--- config.mk ---
export PLATFORM = sky130hd
export DESIGN_NAME = xcv_transceiver
export DESIGN_NICKNAME = d
export VERILOG_FILES = /design/src/pkg/xcv_pkg.sv /design/src/rtl/xcv_transceiver.sv
export VERILOG_INCLUDE_DIRS = /design/src /design/src/pkg
export SDC_FILE = /design/constraint.sdc
export NUM_CORES = 1
export LEC_CHECK = 0
export BUFFER_PORTS_ARGS = -buffer_cell sky130_fd_sc_hd__buf_2
export CAP_MARGIN = 30
export CORE_MARGIN = 2
export CORE_UTILIZATION = 51
export CTS_BUF_LIST = sky130_fd_sc_hd__clkbuf_8
export DETAILED_ROUTE_END_ITERATION = 7
export GPL_TIMING_DRIVEN = 0
export PLACE_DENSITY_LB_ADDON = 0.15
export SLEW_MARGIN = 20
export SYNTH_ARGS = -nofsm -noshare
export SYNTH_HDL_FRONTEND = slang
export SYNTH_SLANG_ARGS = --single-unit
export TNS_END_PERCENT = 20
--- constraint.sdc ---
create_clock -name clock_in -period 2.56 [get_ports clock_in]
set_input_delay 0.128 -clock clock_in [delete_from_list [all_inputs] [get_ports clock_in]]
set_output_delay 0.128 -clock clock_in [all_outputs]
set_load 0.02 [all_outputs]
--- src/pkg/xcv_regs.svh ---
// Register offsets, field positions, reset values and widths of the transceiver
`ifndef XCV_REGS_SVH
`define XCV_REGS_SVH

// ----------------------------------------------------------------
// Widths
// ----------------------------------------------------------------
`define XCV_DATA_W 18
`define XCV_ADDR_W 5

// ----------------------------------------------------------------
// Register byte offsets
// ----------------------------------------------------------------
`define XCV_CTRL_OFS 5'h0_0
`define XCV_FWD_DATA_OFS 5'h0_4
`define XCV_REV_DATA_OFS 5'h0_8
`define XCV_PORT_A_OFS 5'h0_C
`define XCV_PORT_B_OFS 5'h1_0

// ----------------------------------------------------------------
// Control field positions and reset value
// ----------------------------------------------------------------
`define XCV_CTRL_FWD_OE_BIT 0
`define XCV_CTRL_FWD_LE_BIT 1
`define XCV_CTRL_FWD_CLK_BIT 2
`define XCV_CTRL_REV_OE_N_BIT 3
`define XCV_CTRL_REV_LE_BIT 4
`define XCV_CTRL_REV_CLK_BIT 5
`define XCV_CTRL_W 6
`define XCV_CTRL_RESET 6'h0_8

// ----------------------------------------------------------------
// Bus responses
// ----------------------------------------------------------------
`define XCV_RESP_OKAY 2'h0
`define XCV_RESP_SLVERR 2'h2

`endif

--- src/pkg/xcv_pkg.sv ---
// Types shared by the transceiver design
`default_nettype none
package xcv_pkg;
	`include "xcv_regs.svh"

	// Data word of one port
	typedef logic [`XCV_DATA_W-1:0] xcv_data_t;

	// Per-direction control bits, packed in register bit order
	typedef struct packed {
		logic rev_clock;
		logic rev_latch_enable;
		logic rev_output_enable_n;
		logic fwd_clock;
		logic fwd_latch_enable;
		logic fwd_output_enable;
	} xcv_ctrl_s;

	// One tri-state port as seen at the module boundary
	typedef struct packed {
		xcv_data_t data;
		xcv_data_t oe;
	} xcv_pin_out_s;
endpackage
`default_nettype wire

--- src/rtl/xcv_transceiver.sv ---
// Eighteen-bit two-way bus transceiver with AXI4-Lite control and status
//
// Added by the designer: the AXI4-Lite slave port and the register addresses.
`include "xcv_regs.svh"
`default_nettype none

module xcv_transceiver
(
	input wire logic clock_in,
	input wire logic rst_n_in,
	// Port A pins
	input wire xcv_pkg::xcv_data_t a_data_in,
	input wire logic a_drive_in,
	output logic [`XCV_DATA_W-1:0] a_data_out,
	output logic [`XCV_DATA_W-1:0] a_data_oe_out,
	// Port B pins
	input wire xcv_pkg::xcv_data_t b_data_in,
	input wire logic b_drive_in,
	output logic [`XCV_DATA_W-1:0] b_data_out,
	output logic [`XCV_DATA_W-1:0] b_data_oe_out,
	// AXI4-Lite slave
	input wire logic [`XCV_ADDR_W-1:0] s_axi_awaddr_in,
	input wire logic s_axi_awvalid_in,
	output logic s_axi_awready_out,
	input wire logic [31:0] s_axi_wdata_in,
	input wire logic [3:0] s_axi_wstrb_in,
	input wire logic s_axi_wvalid_in,
	output logic s_axi_wready_out,
	output logic [1:0] s_axi_bresp_out,
	output logic s_axi_bvalid_out,
	input wire logic s_axi_bready_in,
	input wire logic [`XCV_ADDR_W-1:0] s_axi_araddr_in,
	input wire logic s_axi_arvalid_in,
	output logic s_axi_arready_out,
	output logic [31:0] s_axi_rdata_out,
	output logic [1:0] s_axi_rresp_out,
	output logic s_axi_rvalid_out,
	input wire logic s_axi_rready_in
);
	import xcv_pkg::*;

	// ----------------------------------------------------------------
	// Control register and per-direction views
	// ----------------------------------------------------------------
	xcv_ctrl_s ctrl;
	logic [1:0] dir_le;
	logic [1:0] dir_clk;
	logic [1:0] dir_en;
	logic [1:0] clk_prev;
	logic [1:0] port_drive;
	xcv_data_t port_in [2];
	xcv_data_t port_seen [2];
	xcv_data_t port_hold [2];
	xcv_data_t store [2];
	xcv_data_t oe [2];

	// Index 0 is forward (A to B), index 1 is reverse (B to A)
	assign dir_le = {ctrl.rev_latch_enable, ctrl.fwd_latch_enable};
	assign dir_clk = {ctrl.rev_clock, ctrl.fwd_clock};
	assign dir_en = {~ctrl.rev_output_enable_n, ctrl.fwd_output_enable};
	assign port_drive = {b_drive_in, a_drive_in};
	assign port_in[0] = a_data_in;
	assign port_in[1] = b_data_in;

	// ----------------------------------------------------------------
	// Per-direction datapath: bus hold, store, output enable
	// ----------------------------------------------------------------
	genvar g;
	generate
		for (g = 0; g < 2; g++)
		begin : g_dir
			// Port g feeds direction g; direction 1-g drives port g back
			always_comb
			begin
				if (port_drive[g] | oe[1-g][0])
					port_seen[g] = port_in[g];
				else
					port_seen[g] = port_hold[g];
			end

			// Bus hold keeper for an undriven port
			always_ff @(posedge clock_in or negedge rst_n_in)
			begin
				if (!rst_n_in)
					port_hold[g] <= 18'h0_0000;
				else
					port_hold[g] <= port_seen[g];
			end

			// Clock bits move only by register writes, so sampling each edge sees every fall
			// Previous clock level for falling-edge detection
			always_ff @(posedge clock_in or negedge rst_n_in)
			begin
				if (!rst_n_in)
					clk_prev[g] <= 1'b0;
				else
					clk_prev[g] <= dir_clk[g];
			end

			// Open latch has priority, so a clock fall while transparent adds nothing
			// Combined latch and flip-flop, one bit per data line
			always_ff @(posedge clock_in or negedge rst_n_in)
			begin
				if (!rst_n_in)
					store[g] <= 18'h0_0000;
				else if (dir_le[g])
					store[g] <= port_seen[g];
				else if (clk_prev[g] & ~dir_clk[g])
					store[g] <= port_seen[g];
				else
					store[g] <= store[g];
			end

			// Output enable for every line of the driven port
			always_ff @(posedge clock_in or negedge rst_n_in)
			begin
				if (!rst_n_in)
					oe[g] <= 18'h0_0000;
				else
					oe[g] <= {`XCV_DATA_W{dir_en[g]}};
			end
		end
	endgenerate

	// Port outputs straight from the stores and enables
	assign b_data_out = store[0];
	assign b_data_oe_out = oe[0];
	assign a_data_out = store[1];
	assign a_data_oe_out = oe[1];

	// ----------------------------------------------------------------
	// AXI4-Lite write channel
	// ----------------------------------------------------------------
	logic aw_held;
	logic w_held;
	logic [`XCV_ADDR_W-1:0] aw_addr;
	logic [31:0] w_data;
	logic [3:0] w_strb;
	logic aw_take;
	logic w_take;
	logic wr_do;
	logic wr_ok;
	logic b_done;

	assign aw_take = s_axi_awvalid_in & s_axi_awready_out;
	assign w_take = s_axi_wvalid_in & s_axi_wready_out;
	assign wr_do = aw_held & w_held & ~s_axi_bvalid_out;
	assign wr_ok = (aw_addr == `XCV_CTRL_OFS);
	assign b_done = s_axi_bvalid_out & s_axi_bready_in;

	// Write address capture, kept until the register write is done
	always_ff @(posedge clock_in or negedge rst_n_in)
	begin
		if (!rst_n_in)
		begin
			aw_held <= 1'b0;
			aw_addr <= 5'h0_0;
		end
		else if (aw_take)
		begin
			aw_held <= 1'b1;
			aw_addr <= s_axi_awaddr_in;
		end
		else if (wr_do)
			aw_held <= 1'b0;
	end

	// Write address ready; closed until the response is taken, so a held address is never overwritten
	always_ff @(posedge clock_in or negedge rst_n_in)
	begin
		if (!rst_n_in)
			s_axi_awready_out <= 1'b1;
		else if (aw_take)
			s_axi_awready_out <= 1'b0;
		else if (b_done)
			s_axi_awready_out <= 1'b1;
	end

	// Write data capture, before or after the address
	always_ff @(posedge clock_in or negedge rst_n_in)
	begin
		if (!rst_n_in)
		begin
			w_held <= 1'b0;
			w_data <= 32'h0000_0000;
			w_strb <= 4'h0;
		end
		else if (w_take)
		begin
			w_held <= 1'b1;
			w_data <= s_axi_wdata_in;
			w_strb <= s_axi_wstrb_in;
		end
		else if (wr_do)
			w_held <= 1'b0;
	end

	// Write data ready, reopened together with the address ready
	always_ff @(posedge clock_in or negedge rst_n_in)
	begin
		if (!rst_n_in)
			s_axi_wready_out <= 1'b1;
		else if (w_take)
			s_axi_wready_out <= 1'b0;
		else if (b_done)
			s_axi_wready_out <= 1'b1;
	end

	// Write response
	always_ff @(posedge clock_in or negedge rst_n_in)
	begin
		if (!rst_n_in)
		begin
			s_axi_bvalid_out <= 1'b0;
			s_axi_bresp_out <= `XCV_RESP_OKAY;
		end
		else if (wr_do)
		begin
			s_axi_bvalid_out <= 1'b1;
			s_axi_bresp_out <= wr_ok ? `XCV_RESP_OKAY : `XCV_RESP_SLVERR;
		end
		else if (s_axi_bready_in)
			s_axi_bvalid_out <= 1'b0;
	end

	// Control register, low byte lane only
	always_ff @(posedge clock_in or negedge rst_n_in)
	begin
		if (!rst_n_in)
			ctrl <= `XCV_CTRL_RESET;
		else if (wr_do & wr_ok & w_strb[0])
			ctrl <= w_data[`XCV_CTRL_W-1:0];
	end

	// ----------------------------------------------------------------
	// AXI4-Lite read channel
	// ----------------------------------------------------------------
	logic [31:0] next_rdata;
	logic [1:0] next_rresp;

	// Read decode
	always_comb
	begin
		next_rresp = `XCV_RESP_OKAY;
		case (s_axi_araddr_in)
			`XCV_CTRL_OFS: next_rdata = {26'h000_0000, ctrl};
			`XCV_FWD_DATA_OFS: next_rdata = {14'h0000, store[0]};
			`XCV_REV_DATA_OFS: next_rdata = {14'h0000, store[1]};
			`XCV_PORT_A_OFS: next_rdata = {14'h0000, port_seen[0]};
			`XCV_PORT_B_OFS: next_rdata = {14'h0000, port_seen[1]};
			default:
			begin
				next_rdata = 32'h0000_0000;
				next_rresp = `XCV_RESP_SLVERR;
			end
		endcase
	end

	logic ar_take;
	logic r_done;

	assign ar_take = s_axi_arvalid_in & s_axi_arready_out;
	assign r_done = s_axi_rvalid_out & s_axi_rready_in;

	// Read address ready; one read outstanding, so the answer is never overrun
	always_ff @(posedge clock_in or negedge rst_n_in)
	begin
		if (!rst_n_in)
			s_axi_arready_out <= 1'b1;
		else if (ar_take)
			s_axi_arready_out <= 1'b0;
		else if (r_done)
			s_axi_arready_out <= 1'b1;
	end

	// Read answer, frozen from the take until the handshake
	always_ff @(posedge clock_in or negedge rst_n_in)
	begin
		if (!rst_n_in)
		begin
			s_axi_rvalid_out <= 1'b0;
			s_axi_rdata_out <= 32'h0000_0000;
			s_axi_rresp_out <= `XCV_RESP_OKAY;
		end
		else if (ar_take)
		begin
			s_axi_rvalid_out <= 1'b1;
			s_axi_rdata_out <= next_rdata;
			s_axi_rresp_out <= next_rresp;
		end
		else if (r_done)
			s_axi_rvalid_out <= 1'b0;
	end
endmodule // xcv_transceiver
`default_nettype wire

==> summary.md <==
| Metric | Value |
|---|---|
| Sequential power share | `40.1%` |
| Critical path, cell by cell | `nor2_4 -> buf_2 -> mux2i_1 -> o221ai_1 -> a22o_1` |
| Post-synthesis sequential area ratio | `55.3%` |
| Status | `completed` |
| Slew Viols, Final | `0` |
| RSZ-0062 raised after global routing | `false` |
| Area leader, netlist | `dfrtp_1` |
| Seq cells post-synth | `121` |
| Worst Skew | `0.0116 ns` |
| Post-CTS setup buffer count | `0` |
| Setup WS pre-CTS | `0.00731 ns` |
| Share of cells above drive strength 1 | `36.5%` |
| IO Pins | `204` |
| Number of global-route vias before repair | `4454` |
| Sw power | `0.00254 W` |
| Top-area cell type share of the netlist area | `53.4%` |
| Via count | `4521` |
| Post-synth ARST share | `100%` |
| Most frequent cells after synthesis | `dfrtp_1 (117), buf_4 (52), nor2_1 (44), inv_1 (40)` |
| Worst setup EP type | `flip-flop` |
| Final setup violation count | `0` |
| Drt wl/cell | `16.8 µm` |
| Unique masters post-synth | `45` |
| CTS sink cnt | `121` |
| Die span in y | `108 µm` |
| Max-Cap Viols | `0` |
| Clk_lat worst skew | `0.43 ns` |
| Total core area | `10400 µm²` |
| Largest fanout on the critical path | `21` |
| Largest cells by area after synthesis | `dfrtp_1 (53%), buf_4 (7.1%), mux2i_1 (6.8%)` |
| ANT nets after route | `0` |
| Final worst setup slack | `0.218 ns` |
| Internal | `0.00450 W` |
| Post-route DRC | `0` |
| Worst endpoint data arrival time | `2.66 ns` |
| Post-route minimum period | `2.34 ns` |
| Mapped Cells | `482` |
| Combinational share of power | `34.1%` |
| Count leader, synth | `dfrtp_1` |
| DRT Wirelength | `14.6 mm` |
| Critical Path RT | `2.88 ns` |
| Final Hold Fails | `0` |
| Lkg Pwr | `3.70 nW` |
| Synth warn | `0` |
| # H-tree levels | `4` |
| Switching part of the total | `36.0%` |
| Mapped Area | `5480 µm²` |
| ANT cells | `0` |
| Synth-to-Final Area Change | `35.6%` |
| Die X | `108 µm` |
| DR iter-0 viols | `271` |
| Sum Neg Setup Slack | `0 ns` |
| Worst slew pin tran | `0.799 ns` |
| Row cnt | `37` |
| Final period utilization | `91.5%` |
| CTS tree | `done` |
| DR vias/cell | `5.19` |
| Syn_area_per_cell | `11.4 µm²` |
| Die ar. | `11600 µm²` |
| IO buf count | `157` |
| FMAX | `427 MHz` |
| Ys flop type | `dfrtp_1` |
| Longest Clk Path Bufs | `2` |
| Number of flops mapped to enable cells by yosys | `0` |
| Pre-antenna DRT Iters | `5` |
| Maximum vdd drop | `0.577 mV` |
| Largest net degree at the start of global routing | `62` |
| Fin nets | `813` |
| First-pass GRT wire length | `22.7 mm` |
| DPL Wire Length | `10.1 mm` |
| Clock share of power | `25.8%` |
| Antenna violations before repair | `0` |
| Hold crit path type | `in2reg` |
| Pwr dens | `946 nW/µm²` |
| Initial Utilization | `52.9%` |
| Remaining Overflow, GRT | `0` |
| Relative slew slack | `46.5%` |
| Crit-path max cell delay | `0.61 ns` |
| Power consumption | `0.00704 W` |
| Clock transition at path regs | `0.07 ns` |
| CP max-delay cell | `dfrtp_1` |
| CTS Buf Count | `17` |
| GP Congestion | `0.898` |
| Root Buffer | `clkbuf_8` |
| Setup CP Type | `reg2reg` |
| GRT Util Overall | `26.1%` |
| Type of origin of the critical path | `flip-flop` |
==> metal layers <==
metal / GRT usage (%) / share of wire, % / up-vias
met5: 0 / 0 / -
met4: 9.89 / 2.0 / 0
met3: 7.20 / 8.1 / 26
met2: 44.1 / 49 / 226
met1: 31.7 / 40 / 2170
li1: - / - / 2099
==> flip-flops by register name, indices dropped and copies added, names as in the netlist, 2 cells and up <==
name,count
s_axi_rdata_out,18
w_data,6
b_data_out,18
clk_prev,2
port_hold,36
ctrl,6
a_data_out,18
aw_addr,5
==> metrics by stage <==
stage / utilization (%) / instance area [µm²] / hold slack, ns / instances
floorplan: - / 5540 / -0.168 / 497
global placement: 62.6 / 6490 / 0.286 / 790
detailed placement: 63.0 / 6530 / 0.145 / 791
CTS: 71.7 / 7430 / 0.000690 / 871
global route: 71.7 / 7440 / 0.0140 / 871
finish: 71.7 / 7440 / 0.00734 / 871
==> layout make-up <==
cell class,instances,area (µm²)
plain buffers,73,495
clock buffers,19,262
clock inverters,13,161
fillers,770,2930
inverters,41,154
multi-input cells,262,1860
flip-flops and latches,121,3030
well taps,136,170
repair buffers,206,1300
==> cell families after synthesis <==
kind of cell	share of synthesized area, %
and+or+nand+nor	7.87
other	0.0684
DFF	55.3
AOI/OAI and AO/OA	13.0
muxes	11.9
buffers and inverters	11.8
==> repair_timing <==
item	CTS	global route
endpoints found under the hold margin	102	0
gates resized for setup	0	1
setup endpoints to repair	0	10
hold buffers	48	0
==> power by group through the flow <==
| stage | Combinational (W) | Clock, W | Sequential [W] |
|---|---|---|---|
| 2_1_floorplan | 0.00120 | 0 | 0.00311 |
| 3_3_place_gp | 0.00227 | 0 | 0.00281 |
| 3_5_place_dp | 0.00234 | 0 | 0.00284 |
| 4_1_cts | 0.00240 | 0.00183 | 0.00280 |
| 5_1_grt | 0.00262 | 0.00192 | 0.00288 |
| 6_report | 0.00240 | 0.00181 | 0.00282 |
==> placed cells by master, fill, tap and decap left out, drive strengths merged, types with 6 or more instances in the layout <==
cell type    count
buf            217
dfrtp          117
dlygate4sd3     48
inv             46
nor2            46
mux2i           37
a21oi           37
clkbuf          33
mux2            25
a32oi           17
conb            16
and2            11
o221ai          11
a22o            11
nand2           11
o21ai            7
o22ai            6
a221o            6
==> critical path, delay by kind of cell (launching register included) <==
| kind | cells | cell delay, ns |
|---|---|---|
| flip-flops | 1 | 0.61 |
| AO/OA/AOI/OAI | 2 | 0.45 |
| AND/OR/NAND/NOR | 1 | 0.42 |
| buffers and inverters | 1 | 0.39 |
| multiplexers | 1 | 0.37 |
==> worst paths after layout <==
path / cells past startpoint / slack (ns) / startpoint / to
worst min register to register: 0 / 0.42 / ctrl[5] / clk_prev[1]
max in group asynchronous: 3 / 1.60 / rst_n_in / s_axi_arready_out
worst min-delay path: 3 / 0.007 / a_data_in[4] / port_hold[22]
worst max register to register: 5 / 0.22 / b_data_oe_out[0] / s_axi_rdata_out[8]
min in group asynchronous: 2 / 0.25 / rst_n_in / ctrl[0]
worst max-delay path: 5 / 0.22 / b_data_oe_out[0] / s_axi_rdata_out[8]
Note: power is estimated with default switching activity, not from simulation.
